### config.mk
export PLATFORM = sky130hd
export DESIGN_NAME = sdm_handler
export DESIGN_NICKNAME = d
export VERILOG_FILES = /design/src/sdm_pkg.sv /design/src/sdm_handler.sv /design/src/sdm_buf.sv
export VERILOG_INCLUDE_DIRS = /design/src
export SDC_FILE = /design/constraint.sdc
export NUM_CORES = 1
export LEC_CHECK = 0
export ABC_AREA = 1
export BUFFER_PORTS_ARGS = -buffer_cell sky130_fd_sc_hd__buf_2
export CORE_ASPECT_RATIO = 1.25
export CORE_UTILIZATION = 36
export CTS_CLUSTER_DIAMETER = 50
export CTS_CLUSTER_SIZE = 14
export DETAILED_ROUTE_END_ITERATION = 6
export SLEW_MARGIN = 20
export SYNTH_ARGS = -nofsm -noshare
export SYNTH_HDL_FRONTEND = slang
export SYNTH_SLANG_ARGS = --single-unit
### constraint.sdc
create_clock -name clk -period 5.1 [get_ports clk]
set_input_delay 1.02 -clock clk [delete_from_list [all_inputs] [get_ports clk]]
set_output_delay 1.02 -clock clk [all_outputs]
set_load 0.02 [all_outputs]
### src/sdm_map.svh
// Purpose: character codes, reset values and limits of the measure command handler
// Assumes: 8-bit ASCII characters on the command and reply streams
// Notes: definitions only
`ifndef SDM_MAP_SVH
`define SDM_MAP_SVH
`define SDM_ADDR_RST 8'h30
`define SDM_CH_CR 8'h0D
`define SDM_CH_LF 8'h0A
`define SDM_CH_BANG 8'h21
`define SDM_CH_PLUS 8'h2B
`define SDM_CH_MINUS 8'h2D
`define SDM_CH_ZERO 8'h30
`define SDM_CH_NINE 8'h39
`define SDM_CH_A 8'h41
`define SDM_CH_C 8'h43
`define SDM_CH_D 8'h44
`define SDM_CH_M 8'h4D
`define SDM_CH_UA 8'h41
`define SDM_CH_UZ 8'h5A
`define SDM_CH_LA 8'h61
`define SDM_CH_LZ 8'h7A
`define SDM_DIG_HI 4'h3
`define SDM_CRC_TAG 2'h1
`define SDM_CRC_POLY 16'hA001
`define SDM_CRC_RST 16'h0000
`define SDM_MAX_M 7'h23
`define SDM_MAX_C 7'h4B
`define SDM_BODY_MAX 3'h4
`define SDM_BODY_BAD 3'h5
`endif

### src/sdm_pkg.sv
// Purpose: shared types of the measure command handler
// Assumes: used together with sdm_map.svh
// Notes: states carry no fixed codes
package sdm_pkg;
	typedef enum logic [3:0] {
		SQ_IDLE, SQ_ADDR, SQ_TIME, SQ_CNT, SQ_VALS, SQ_CRC, SQ_CR, SQ_LF
	} sdm_seq_t;
	typedef enum logic [1:0] {RP_ADDR, RP_TIME, RP_DATA} sdm_rep_t;
endpackage

### src/sdm_handler.sv
// Purpose: sensor-side handler for address change and M, C, MC, CC and D commands
// Assumes: received characters and break arrive as synchronous pulses from the link layer
// Notes: the measurement core supplies ttt, value count, completion and value characters
// Operation
// address change command aAb! makes b the new address
// address change is answered with new address, CR, LF
// the logger keeps all addresses on one terminal distinct
// the logger should attach one sensor only while changing an address
// M is answered with address, three seconds digits, one count digit, CR LF
// the seconds field states time until data is ready
// a measurement reply is sent at once, before the measurement ends
// after M completes, a service request of address, CR, LF is sent
// after M the logger waits for service request, data or timeout
// on a service request the logger sends D0 at once
// D is answered at once with address, values, CR, LF
// the logger scan interval should exceed the longest announced time
// C is answered with address, three seconds digits, two count digits, CR LF
// a concurrent measurement sends no service request
// the logger sends D0 in the first scan after the time expires
// the logger keeps running and may start other sensors meanwhile
// the logger should scan at most every ten seconds with C
// after MC or CC every data reply carries a CRC
// the CRC is three characters placed just before CR LF
// the logger checks the CRC on arrival and does not store it
// every value starts with a plus or minus sign
// data replies hold at most 35 characters after M, 75 after C
// a break abandons a running M measurement
// another valid command to this sensor aborts a running C measurement
// both ends use the published CRC-16 and its three-character encoding
`timescale 1ns/10ps
`include "sdm_map.svh"
module sdm_handler import sdm_pkg::*; (
	input wire logic clk, // 50 MHz system clock
	input wire logic rst_n, // async reset, active low
	input wire logic [7:0] rx_char, // received command character
	input wire logic rx_valid, // one-cycle pulse per character
	input wire logic rx_break, // one-cycle pulse on a line break
	output logic [7:0] tx_char, // reply character to the link
	output logic tx_valid, // reply character offered
	input wire logic tx_ready, // link takes the character
	output logic [7:0] addr_now, // current sensor address
	output logic meas_start, // pulse: start a measurement
	output logic meas_conc, // started measurement is concurrent
	output logic [3:0] meas_param, // digit after M or C
	output logic meas_abort, // pulse: drop the running measurement
	input wire logic meas_done, // pulse: measurement finished
	input wire logic [11:0] meas_secs, // ttt as three BCD digits
	input wire logic [7:0] meas_count, // value count as two BCD digits
	output logic data_req, // pulse: supply values for a D command
	output logic [3:0] data_idx, // digit of the D command
	input wire logic [7:0] val_char, // value character
	input wire logic val_valid, // value character offered
	input wire logic val_first, // character opens a value
	input wire logic val_last, // last character of the reply
	output logic val_ready // value character taken
);
	logic [7:0] addr;
	logic pcmd, match;
	logic [7:0] body [4];
	logic [2:0] blen;
	logic cmd_end, seq_idle, take, crc_q;
	logic is_ack, is_chg, is_meas, is_data, is_c;
	logic [7:0] prm;
	logic run_m, run_c, crc_mode, data_conc, srq_pend, srq_go;
	sdm_seq_t st;
	sdm_rep_t rep;
	logic rep_conc, rep_crc;
	logic [1:0] idx;
	logic [11:0] lat_secs;
	logic [7:0] lat_cnt;
	logic [15:0] crc;
	logic [6:0] dcnt, limit;
	logic push, bin_ready, need_plus, val_sign, over, plus_sent;
	logic [7:0] ch;

	function automatic logic is_dig(input logic [7:0] c);
		return (c >= `SDM_CH_ZERO) && (c <= `SDM_CH_NINE);
	endfunction

	function automatic logic ok_addr(input logic [7:0] c);
		return is_dig(c) || (c >= `SDM_CH_UA && c <= `SDM_CH_UZ) ||
			(c >= `SDM_CH_LA && c <= `SDM_CH_LZ);
	endfunction

	// bitwise reflected CRC-16 over one character
	function automatic logic [15:0] crc_step(input logic [15:0] c, input logic [7:0] d);
		logic [15:0] r;
		r = c ^ {8'h00, d};
		for (int i = 0; i < 8; i++) begin
			r = r[0] ? ((r >> 1) ^ `SDM_CRC_POLY) : (r >> 1);
		end
		return r;
	endfunction

	// command framing: address, body up to four characters, terminator
	always_ff @(posedge clk or negedge rst_n) begin
		if (!rst_n) begin
			pcmd <= 1'b0;
			match <= 1'b0;
			blen <= 3'h0;
			for (int i = 0; i < 4; i++) begin
				body[i] <= 8'h00;
			end
		end else if (rx_break) begin
			pcmd <= 1'b0;
		end else if (rx_valid) begin
			if (!pcmd) begin
				pcmd <= 1'b1;
				match <= (rx_char == addr);
				blen <= 3'h0;
			end else if (rx_char == `SDM_CH_BANG) begin
				pcmd <= 1'b0;
			end else if (blen < `SDM_BODY_MAX) begin
				body[blen[1:0]] <= rx_char;
				blen <= blen + 3'h1;
			end else begin
				blen <= `SDM_BODY_BAD; // too long, never decodes
			end
		end
	end

	// decode; a command arriving while a reply is still going out is ignored
	assign cmd_end = rx_valid && !rx_break && pcmd && match && (rx_char == `SDM_CH_BANG);
	assign seq_idle = (st == SQ_IDLE);
	assign is_c = (body[0] == `SDM_CH_C);
	assign crc_q = (blen >= 3'h2) && (body[1] == `SDM_CH_C);
	assign prm = crc_q ? body[2] : body[1];
	assign is_ack = (blen == 3'h0);
	assign is_chg = (blen == 3'h2) && (body[0] == `SDM_CH_A) && ok_addr(body[1]);
	assign is_meas = ((body[0] == `SDM_CH_M) || is_c) &&
		((blen == (crc_q ? 3'h2 : 3'h1)) || ((blen == (crc_q ? 3'h3 : 3'h2)) && is_dig(prm)));
	assign is_data = (blen == 3'h2) && (body[0] == `SDM_CH_D) && is_dig(body[1]);
	assign take = cmd_end && seq_idle && (is_ack || is_chg || is_meas || is_data);
	assign srq_go = srq_pend && seq_idle && !take;

	// address register
	always_ff @(posedge clk or negedge rst_n) begin
		if (!rst_n) begin
			addr <= `SDM_ADDR_RST;
		end else if (take && is_chg) begin
			addr <= body[1];
		end
	end
	assign addr_now = addr;

	// measurement bookkeeping and core strobes
	always_ff @(posedge clk or negedge rst_n) begin
		if (!rst_n) begin
			run_m <= 1'b0;
			run_c <= 1'b0;
			crc_mode <= 1'b0;
			data_conc <= 1'b0;
			meas_start <= 1'b0;
			meas_abort <= 1'b0;
			meas_conc <= 1'b0;
			meas_param <= 4'h0;
			data_req <= 1'b0;
			data_idx <= 4'h0;
		end else begin
			meas_start <= take && is_meas;
			data_req <= take && is_data;
			meas_abort <= (rx_break && run_m) || (take && run_c);
			if (take && is_data) begin
				data_idx <= body[1][3:0];
			end
			if (take && is_meas) begin
				run_m <= !is_c;
				run_c <= is_c;
				crc_mode <= crc_q;
				data_conc <= is_c;
				meas_conc <= is_c;
				meas_param <= (blen == (crc_q ? 3'h3 : 3'h2)) ? prm[3:0] : 4'h0;
			end else if ((rx_break && run_m) || meas_done || (take && run_c)) begin
				run_m <= 1'b0;
				run_c <= 1'b0;
			end
		end
	end

	// service request only for M; a new completion wins over the send
	always_ff @(posedge clk or negedge rst_n) begin
		if (!rst_n) begin
			srq_pend <= 1'b0;
		end else if (meas_done && run_m && !(rx_break)) begin
			srq_pend <= 1'b1;
		end else if (srq_go || (take && is_meas)) begin
			srq_pend <= 1'b0;
		end
	end

	// reply character selection
	assign limit = data_conc ? `SDM_MAX_C : `SDM_MAX_M;
	assign over = (dcnt >= limit);
	assign val_sign = (val_char == `SDM_CH_PLUS) || (val_char == `SDM_CH_MINUS);
	assign need_plus = val_first && !val_sign && !plus_sent;

	// one inserted '+' per unsigned value; without the mark the same character would loop
	always_ff @(posedge clk or negedge rst_n) begin
		if (!rst_n) begin
			plus_sent <= 1'b0;
		end else if (take || val_ready) begin
			plus_sent <= 1'b0;
		end else if (st == SQ_VALS && need_plus && push && bin_ready) begin
			plus_sent <= 1'b1;
		end
	end
	always_comb begin
		ch = `SDM_CH_CR;
		push = 1'b0;
		val_ready = 1'b0;
		case (st)
			SQ_ADDR: begin
				ch = addr;
				push = 1'b1;
			end
			SQ_TIME: begin
				ch = {`SDM_DIG_HI, lat_secs[4'(11 - 4 * idx) -: 4]};
				push = 1'b1;
			end
			SQ_CNT: begin
				ch = {`SDM_DIG_HI, idx[0] ? lat_cnt[3:0] : lat_cnt[7:4]};
				push = 1'b1;
			end
			SQ_VALS: begin
				ch = need_plus ? `SDM_CH_PLUS : val_char;
				push = val_valid && !over;
				val_ready = val_valid && (over || (bin_ready && !need_plus));
			end
			SQ_CRC: begin
				case (idx)
					2'h0: ch = {`SDM_CRC_TAG, 2'b00, crc[15:12]};
					2'h1: ch = {`SDM_CRC_TAG, crc[11:6]};
					default: ch = {`SDM_CRC_TAG, crc[5:0]};
				endcase
				push = 1'b1;
			end
			SQ_CR: push = 1'b1;
			SQ_LF: begin
				ch = `SDM_CH_LF;
				push = 1'b1;
			end
			default: push = 1'b0;
		endcase
	end

	// reply sequencer, stalled by the buffer
	always_ff @(posedge clk or negedge rst_n) begin
		if (!rst_n) begin
			st <= SQ_IDLE;
			rep <= RP_ADDR;
			rep_conc <= 1'b0;
			rep_crc <= 1'b0;
			idx <= 2'h0;
			lat_secs <= 12'h000;
			lat_cnt <= 8'h00;
		end else if (take) begin
			st <= SQ_ADDR;
			rep <= is_meas ? RP_TIME : (is_data ? RP_DATA : RP_ADDR);
			rep_conc <= is_c;
			rep_crc <= crc_mode;
			lat_secs <= meas_secs;
			lat_cnt <= meas_count;
			idx <= 2'h0;
		end else if (srq_go) begin
			st <= SQ_ADDR;
			rep <= RP_ADDR;
		end else if (push && bin_ready) begin
			case (st)
				SQ_ADDR: st <= (rep == RP_TIME) ? SQ_TIME : ((rep == RP_DATA) ? SQ_VALS : SQ_CR);
				SQ_TIME: begin
					idx <= (idx == 2'h2) ? {1'b0, !rep_conc} : idx + 2'h1;
					if (idx == 2'h2) begin
						st <= SQ_CNT;
					end
				end
				SQ_CNT: begin
					idx <= 2'h0;
					if (idx == 2'h1) begin
						st <= SQ_CR;
					end else begin
						idx <= 2'h1;
					end
				end
				SQ_VALS: begin
					if (!need_plus && val_last) begin
						st <= rep_crc ? SQ_CRC : SQ_CR;
					end
				end
				SQ_CRC: begin
					idx <= (idx == 2'h2) ? 2'h0 : idx + 2'h1;
					if (idx == 2'h2) begin
						st <= SQ_CR;
					end
				end
				SQ_CR: st <= SQ_LF;
				default: st <= SQ_IDLE;
			endcase
		end else if (st == SQ_VALS && val_valid && over && val_last) begin
			st <= rep_crc ? SQ_CRC : SQ_CR; // truncated tail still ends the reply
		end
	end

	// CRC over address and values; value character count
	always_ff @(posedge clk or negedge rst_n) begin
		if (!rst_n) begin
			crc <= `SDM_CRC_RST;
			dcnt <= 7'h00;
		end else if (take || srq_go) begin
			crc <= `SDM_CRC_RST;
			dcnt <= 7'h00;
		end else if (push && bin_ready && (st == SQ_ADDR || st == SQ_VALS)) begin
			crc <= crc_step(crc, ch);
			if (st == SQ_VALS) begin
				dcnt <= dcnt + 7'h01;
			end
		end
	end

	sdm_buf #(.W(8), .D(2)) u_buf (
		.clk(clk),
		.rst_n(rst_n),
		.in_data(ch),
		.in_valid(push),
		.in_ready(bin_ready),
		.out_data(tx_char),
		.out_valid(tx_valid),
		.out_ready(tx_ready)
	);

	chg_addr_a: assert property (@(posedge clk) disable iff (!rst_n)
		take && is_chg |=> addr == $past(body[1])) else $error("address not adopted");
	chg_reply_a: assert property (@(posedge clk) disable iff (!rst_n)
		take && is_chg |=> st == SQ_ADDR && rep == RP_ADDR && ch == $past(body[1]))
		else $error("bad change reply");
	m_reply_a: assert property (@(posedge clk) disable iff (!rst_n)
		take && is_meas |=> st == SQ_ADDR && rep == RP_TIME) else $error("no measure reply");
	ttt_digit_a: assert property (@(posedge clk) disable iff (!rst_n)
		st == SQ_TIME && idx == 2'h0 |-> ch == {4'h3, lat_secs[11:8]}) else $error("bad ttt");
	srq_set_a: assert property (@(posedge clk) disable iff (!rst_n)
		meas_done && run_m && !rx_break |=> srq_pend) else $error("service request lost");
	no_srq_a: assert property (@(posedge clk) disable iff (!rst_n)
		meas_done && run_c && !srq_pend |=> !srq_pend) else $error("srq after C");
	crc_tail_a: assert property (@(posedge clk) disable iff (!rst_n)
		st == SQ_CRC && push && bin_ready && idx == 2'h2 |=> st == SQ_CR) else $error("crc tail");
	value_sign_a: assert property (@(posedge clk) disable iff (!rst_n)
		st == SQ_VALS && push && val_first && !plus_sent |-> ch == 8'h2B || ch == 8'h2D)
		else $error("no sign");
	data_limit_a: assert property (@(posedge clk) disable iff (!rst_n)
		st == SQ_VALS && push |-> dcnt < (data_conc ? 7'h4B : 7'h23)) else $error("too long");
	break_stop_a: assert property (@(posedge clk) disable iff (!rst_n)
		rx_break && run_m && !take |=> meas_abort && !run_m) else $error("break ignored");
	conc_abort_a: assert property (@(posedge clk) disable iff (!rst_n)
		take && run_c |=> meas_abort) else $error("C not aborted");
endmodule

### src/sdm_buf.sv
// Purpose: two-entry valid/ready buffer in the reply character path
// Assumes: one clock, asynchronous active-low reset
// Notes: in_ready drops when full, so a stalled receiver loses no word
`timescale 1ns/10ps
module sdm_buf #(
	parameter int W = 8,
	parameter int D = 2
) (
	input wire logic clk, // system clock
	input wire logic rst_n, // async reset, active low
	input wire logic [W-1:0] in_data, // word to store
	input wire logic in_valid, // word offered
	output logic in_ready, // room for a word
	output logic [W-1:0] out_data, // oldest word
	output logic out_valid, // a word is held
	input wire logic out_ready // receiver takes the word
);
	localparam int PW = (D > 1) ? $clog2(D) : 1;
	localparam int CW = $clog2(D + 1);
	logic [W-1:0] mem [D];
	logic [PW-1:0] wp, rp;
	logic [CW-1:0] cnt;
	logic do_wr, do_rd;

	// honest full and empty from the fill count
	assign in_ready = (cnt != CW'(D));
	assign out_valid = (cnt != '0);
	assign out_data = mem[rp];
	assign do_wr = in_valid && in_ready;
	assign do_rd = out_valid && out_ready;

	// storage write and write pointer
	always_ff @(posedge clk or negedge rst_n) begin
		if (!rst_n) begin
			wp <= '0;
			for (int i = 0; i < D; i++) begin
				mem[i] <= '0;
			end
		end else if (do_wr) begin
			mem[wp] <= in_data;
			wp <= (wp == PW'(D - 1)) ? '0 : PW'(wp + 1'b1);
		end
	end

	// read pointer and fill count
	always_ff @(posedge clk or negedge rst_n) begin
		if (!rst_n) begin
			rp <= '0;
			cnt <= '0;
		end else begin
			if (do_rd) begin
				rp <= (rp == PW'(D - 1)) ? '0 : PW'(rp + 1'b1);
			end
			if (do_wr && !do_rd) begin
				cnt <= CW'(cnt + 1'b1);
			end else if (do_rd && !do_wr) begin
				cnt <= CW'(cnt - 1'b1);
			end
		end
	end
endmodule

; ---- After elaboration in Yosys (flattened, before gate mapping)
; Cells that the tools add are included.
[totals]
reg_bits = 135
in_bits = 45
elab_cells = 270
[classes]
magnitude_cmp = 16
n_shift = 1
reduce_logical = 93
bitwise = 15
eq_ne = 30
muxes = 74
n_addsub = 8
[op_table]
columns = cell, n
row1 = two-way mux 16 bit, 10
row2 = two-way mux 8 bit, 7
row3 = one-hot mux 8 bit (6 select lines), 1
row4 = logical AND 1 bit, 45
row5 = == test 8 x 7 -> 1 bit (second input constant), 5
row6 = two-way mux 4 bit, 10
row7 = bitwise mux 32 bit, 1
row8 = two-way mux 2 bit, 14
row9 = two-way mux 7 bit, 4
row10 = NOT 2 -> 3 bit, 9
row11 = == test 8 x 6 -> 1 bit (second input constant), 3
row12 = one-hot mux 4 bit (6 select lines), 1
row13 = inequality test 5 bit (second input constant), 4
row14 = nonzero test 2 bit, 10
row15 = bitwise mux 16 bit, 1
row16 = demux 8 bit (select 2 bit), 1
row17 = == test 4 x 3 -> 1 bit (second input constant), 4
row18 = greater-or-equal comparator 8 x 6 -> 1 bit (second input constant), 2
row19 = greater-or-equal comparator 8 x 7 -> 1 bit (second input constant), 2
row20 = <= comparator 8 x 6 -> 1 bit (second input constant), 2
row21 = <= comparator 8 x 7 -> 1 bit (second input constant), 2
row22 = logical OR 1 bit, 16
row23 = two-way mux 1 bit, 16
row24 = bitwise XOR 16 x 8 -> 16 bit, 1
row25 = 38 further kinds, 66

; ---- Logic depth before layout (Yosys ltp)
[logic_depth]
word_depth = 26
mapped_depth = 23
mapped_depth_nobuf = 22

; ---- Hierarchy
; From an unflattened synthesis, not the netlist that was laid out.
[unflattened]
hier_cells = 927
hier_area_um2 = 7081.8
[by_module_without_submodules]
columns = mod, instances, cells_each, area_per_inst_um2
row1 = sdm_handler, 1, 803, 6063.3
row2 = sdm_buf, 1, 124, 1018.5

; ---- Least setup slack after synthesis
; OpenSTA, ideal clock, no wires.
[synth_path]
path_kind = input-to-output
from = in val_char[4]
to = out val_ready
arrival_time_ns = 1.806
path_slack_ns = 2.274
stages = 7
cell_sequence = inv_1 -> nand2_1 -> nor2_1 -> nand3_1 -> nand2_1 -> a21oi_1 -> nor2_1
[synth_via]
elab_chain_cells = 10
word_cells_on_any_way = 11
cone_classes = 2 x eq/ne / 1 x mux / 8 x reduce/logical
[synth_rtl]
columns = element, line
row1 = start: declaration, sdm_handler.sv:51  ; input wire logic [7:0] val_char,
row2 = == test 8 x 6 -> 1 bit (no source line), -
row3 = logical OR 1 bit *, sdm_handler.sv:194  ; assign val_sign = (val_char == `SDM_CH_PLUS) || (val_char == `SDM_CH_MINUS);
row4 = logical NOT 1 bit *, sdm_handler.sv:195  ; assign need_plus = val_first && !val_sign && !plus_sent;
row5 = logical AND 1 bit * (2 in series), sdm_handler.sv:195
row6 = logical NOT 1 bit *, sdm_handler.sv:227  ; val_ready = val_valid && (over || (bin_ready && !need_plus));
row7 = logical AND 1 bit *, sdm_handler.sv:227
row8 = logical OR 1 bit *, sdm_handler.sv:227
row9 = logical AND 1 bit *, sdm_handler.sv:227
row10 = two-way mux 1 bit *, sdm_handler.sv:211  ; case (st)
row11 = end: declaration, sdm_handler.sv:55  ; output logic val_ready
; Every way passes the cells marked *; elsewhere a longest branch is shown, timed or not.

; ---- Worst setup path in the final report
; Same ends and word-level chain as after synthesis.

==> metrics <==
run status=finished clean; DRT Wirelength=18500 um; clock network fraction of design power=25.1%; clock transition at the registers of the reported paths=0.06 ns; placed cell count=1261; average detailed-routed wire length per instance=14.3 um; weighted congestion at the end of routability-driven global placement=0.890; post-detailed-route DRC marker count=0; number of buffers inserted for hold repair after clock tree synthesis=0; required time at the worst-slack endpoint=4.08 ns; combinational group share of total power=43.2%; Detailed Route Iter0 Violations=346; global router's overall resource usage=19.4%; effective utilization at floorplan=36.7%; residual antenna-violating net count after detailed routing=0; endpoint type of the worst setup path=primary output; worst hold-check slack=0.470 ns; maximum number of pins on one net before global-route repair=50; Die Area=20300 um2; total power=4.86 mW; sequential group share of total power=31.7%; number of nets in the finished design=1073; shortest clock period the worst path allows after layout=3.12 ns; Via Count=6239; number of levels in the clock H-tree=4; HPWL Detailed=13900 um; I/O pin cnt=75; max-cap violations=0; sequential element share of the synthesized area=44.3%; total global routing overflow=0; CTS Buf Count=17; CTS tree=yes; first-pass iteration count of the detailed router=5; Worst Max-Slew Pin Slew=0.848 ns; number of cells traversed by the worst register-to-register path=18; leak pwr=4.32 nW; Avg Cell Area, Syn=7.58 um2; top cell types by occurrence after synthesis=sky130_fd_sc_hd__nand2_1, sky130_fd_sc_hd__dfrtp_1, sky130_fd_sc_hd__inv_1; Power Internal=2.69 mW; Post-CTS Resized=0; Die Y-Extent=159 um; global-route wire length before repair=30600 um; Yosys cell types=48; maximum fanout encountered on the critical timing path=7; highest clock rate=0.321 GHz; Root Driver=sky130_fd_sc_hd__clkbuf_16; post-synth top area cell=sky130_fd_sc_hd__dfrtp_1; footprint of the multi-input gates=3370 um2; type of origin of the critical path=primary input; # diodes=0; number of slew-limit violations in the final report=0; net switching share of the total power=44.7%; buffers from clock root to sink, at most=2; number of endpoints failing setup at the final stage=0; Hold WC Path Type=reg2reg; share of layout cells above drive strength 1=17.8%; post-CTS setup buffer count=0; Cell Count, Final, Fillers Out=1293; number of hold-slack violations in the final timing report=0; dominant cells by area after synthesis=sky130_fd_sc_hd__dfrtp_1, sky130_fd_sc_hd__nand2_1, sky130_fd_sc_hd__o21ai_0; Reg area=3160 um2; worst slew margin relative to its limit=43.4%; summed instance area of the synthesized netlist=7120 um2; number of cells on the worst hold path=2; arrival time reported for the critical path endpoint=2.10 ns; post-placement setup slack=1.74 ns; setup repair after global routing missed its margin=false; initial antenna violation count=0; sinks on the clock net=126; total of buffers placed on input and output ports=74; ys async rst share=100%; Setup TNS Final=0 ns; power density relative to cell area=585 nW/um2; Final Skew=0.0111 ns; Cell Rows=57; relative area change from synthesis to final layout=16.6%; share of the cycle needed by the critical path after routing=61.1%; Setup CP Type=in2out; Fill cells=2034; DR vias/cell=4.83; worst ir drop on vdd=0.000291 V; Primary FF master, synth=sky130_fd_sc_hd__dfrtp_1; area share of the leading cell type in the synthesized netlist=43.6%; flops & latches, synth=126; via count of the first global-routing pass=6006; library cell with the highest instance count after synthesis=sky130_fd_sc_hd__nand2_1; instance count of the mapped netlist=940; clock latency of the later-clocked register in the worst-skew pair=0.43 ns; standard cell core area=19400 um2; EDFF count, synth=0; Horiz. Die Dim=128 um; count of warnings emitted by yosys=0; minimum setup slack in the final design=1.98 ns; P_sw=2.17 mW; total nets after synthesis=998
metal layers:
| metal | share of wire [%] | track usage [%] | wire, um |
|---|---|---|---|
| met5 | 0 | 0 | 0 |
| met4 | 2.4 | 7.11 | 444 |
| met3 | 3.7 | 4.03 | 684 |
| met2 | 49 | 31.9 | 9090 |
| met1 | 45 | 24.9 | 8270 |
worst paths after layout:
check | from | to | slack [ns]
min in group asynchronous | rst_n | data_idx[2]$_DFFE_PN0P_ | 0.53
setup reg to reg | idx[0]$_DFFE_PN0P_ | crc[0]$_DFFE_PN0P_ | 2.04
hold reg to reg | u_buf.mem[0]$_DFFE_PN0P_ | u_buf.mem[0]$_DFFE_PN0P_ | 0.47
max in group asynchronous | rst_n | rep_conc$_DFFE_PN0N_ | 3.56
setup / recovery | val_char[4] | val_ready | 1.98
hold / removal | u_buf.mem[0]$_DFFE_PN0P_ | u_buf.mem[0]$_DFFE_PN0P_ | 0.47
cells in the final DEF, fill, tap and decap left out, types with 7 or more instances in the layout:
cell type / count
sky130_fd_sc_hd__nand2_1: 271
sky130_fd_sc_hd__dfrtp_1: 124
sky130_fd_sc_hd__inv_1: 109
sky130_fd_sc_hd__o21ai_0: 86
sky130_fd_sc_hd__nor2_1: 80
sky130_fd_sc_hd__buf_2: 73
sky130_fd_sc_hd__nand3_1: 72
sky130_fd_sc_hd__nand2_2: 22
sky130_fd_sc_hd__a21oi_1: 21
sky130_fd_sc_hd__clkbuf_16: 17
sky130_fd_sc_hd__nor2_2: 13
sky130_fd_sc_hd__nand4_1: 13
sky130_fd_sc_hd__ha_1: 13
sky130_fd_sc_hd__o21ai_1: 11
sky130_fd_sc_hd__xor2_1: 11
sky130_fd_sc_hd__inv_2: 9
sky130_fd_sc_hd__o31ai_1: 7
per-stage QoR:
step | instance area [um2] | utilization [%]
floorplan | 7120 | -
global placement | 7710 | 39.8
detailed placement | 7710 | 39.8
CTS | 8300 | 42.8
global route | 8300 | 42.8
finish | 8300 | 42.8
area by class of cell:
cell class,instances,area share [%]
Timing Repair Buffer,76,4.67
Clock inverter,13,1.87
Clock buffer,19,5.21
Sequential cell,126,38.0
Multi-Input combinational cell,672,40.6
Inverter,122,5.61
Tap cell,265,3.99
cell families (layout without fill, tap and decap cells):
group | count (synthesis) | after routing | synth area share (%)
AO/OA/AOI/OAI | 136 | 136 | 10.4
XOR/XNOR | 14 | 14 | 1.72
adder cells (fa/ha/maj) | 13 | 13 | 2.28
buffers and inverters | 142 | 230 | 8.29
flip-flops | 126 | 126 | 44.3
AND/OR/NAND/NOR | 509 | 509 | 33.0
power groups by stage:
stage          Sequential (mW)  Clock (mW)  Combinational (mW)
2_1_floorplan             1.43           0                1.73
3_3_place_gp              1.55           0                2.07
3_5_place_dp              1.55           0                2.10
4_1_cts                   1.54        1.25                2.11
5_1_grt                   1.58        1.29                2.39
6_report                  1.54        1.22                2.10
registers in the layout (all words and copies together), names as in the netlist, 4 cells and up:
| register | cells |
|---|---|
| body | 24 |
| crc | 16 |
| u_buf.mem | 16 |
| lat_secs | 12 |
| addr_now | 8 |
| lat_cnt | 8 |
| dcnt | 7 |
| data_idx | 4 |
| meas_param | 4 |
worst max-delay path, stage by stage:
cell and delay, ns:
sky130_fd_sc_hd__buf_2 0.11, sky130_fd_sc_hd__inv_1 0.04, sky130_fd_sc_hd__nand2_1 0.04, sky130_fd_sc_hd__nor2_1 0.09, sky130_fd_sc_hd__nand3_1 0.10, sky130_fd_sc_hd__nand2_1 0.21
sky130_fd_sc_hd__a21oi_1 0.10, sky130_fd_sc_hd__nor2_1 0.18, sky130_fd_sc_hd__buf_2 0.20
No activity file was read; power rests on OpenSTA's default activity.
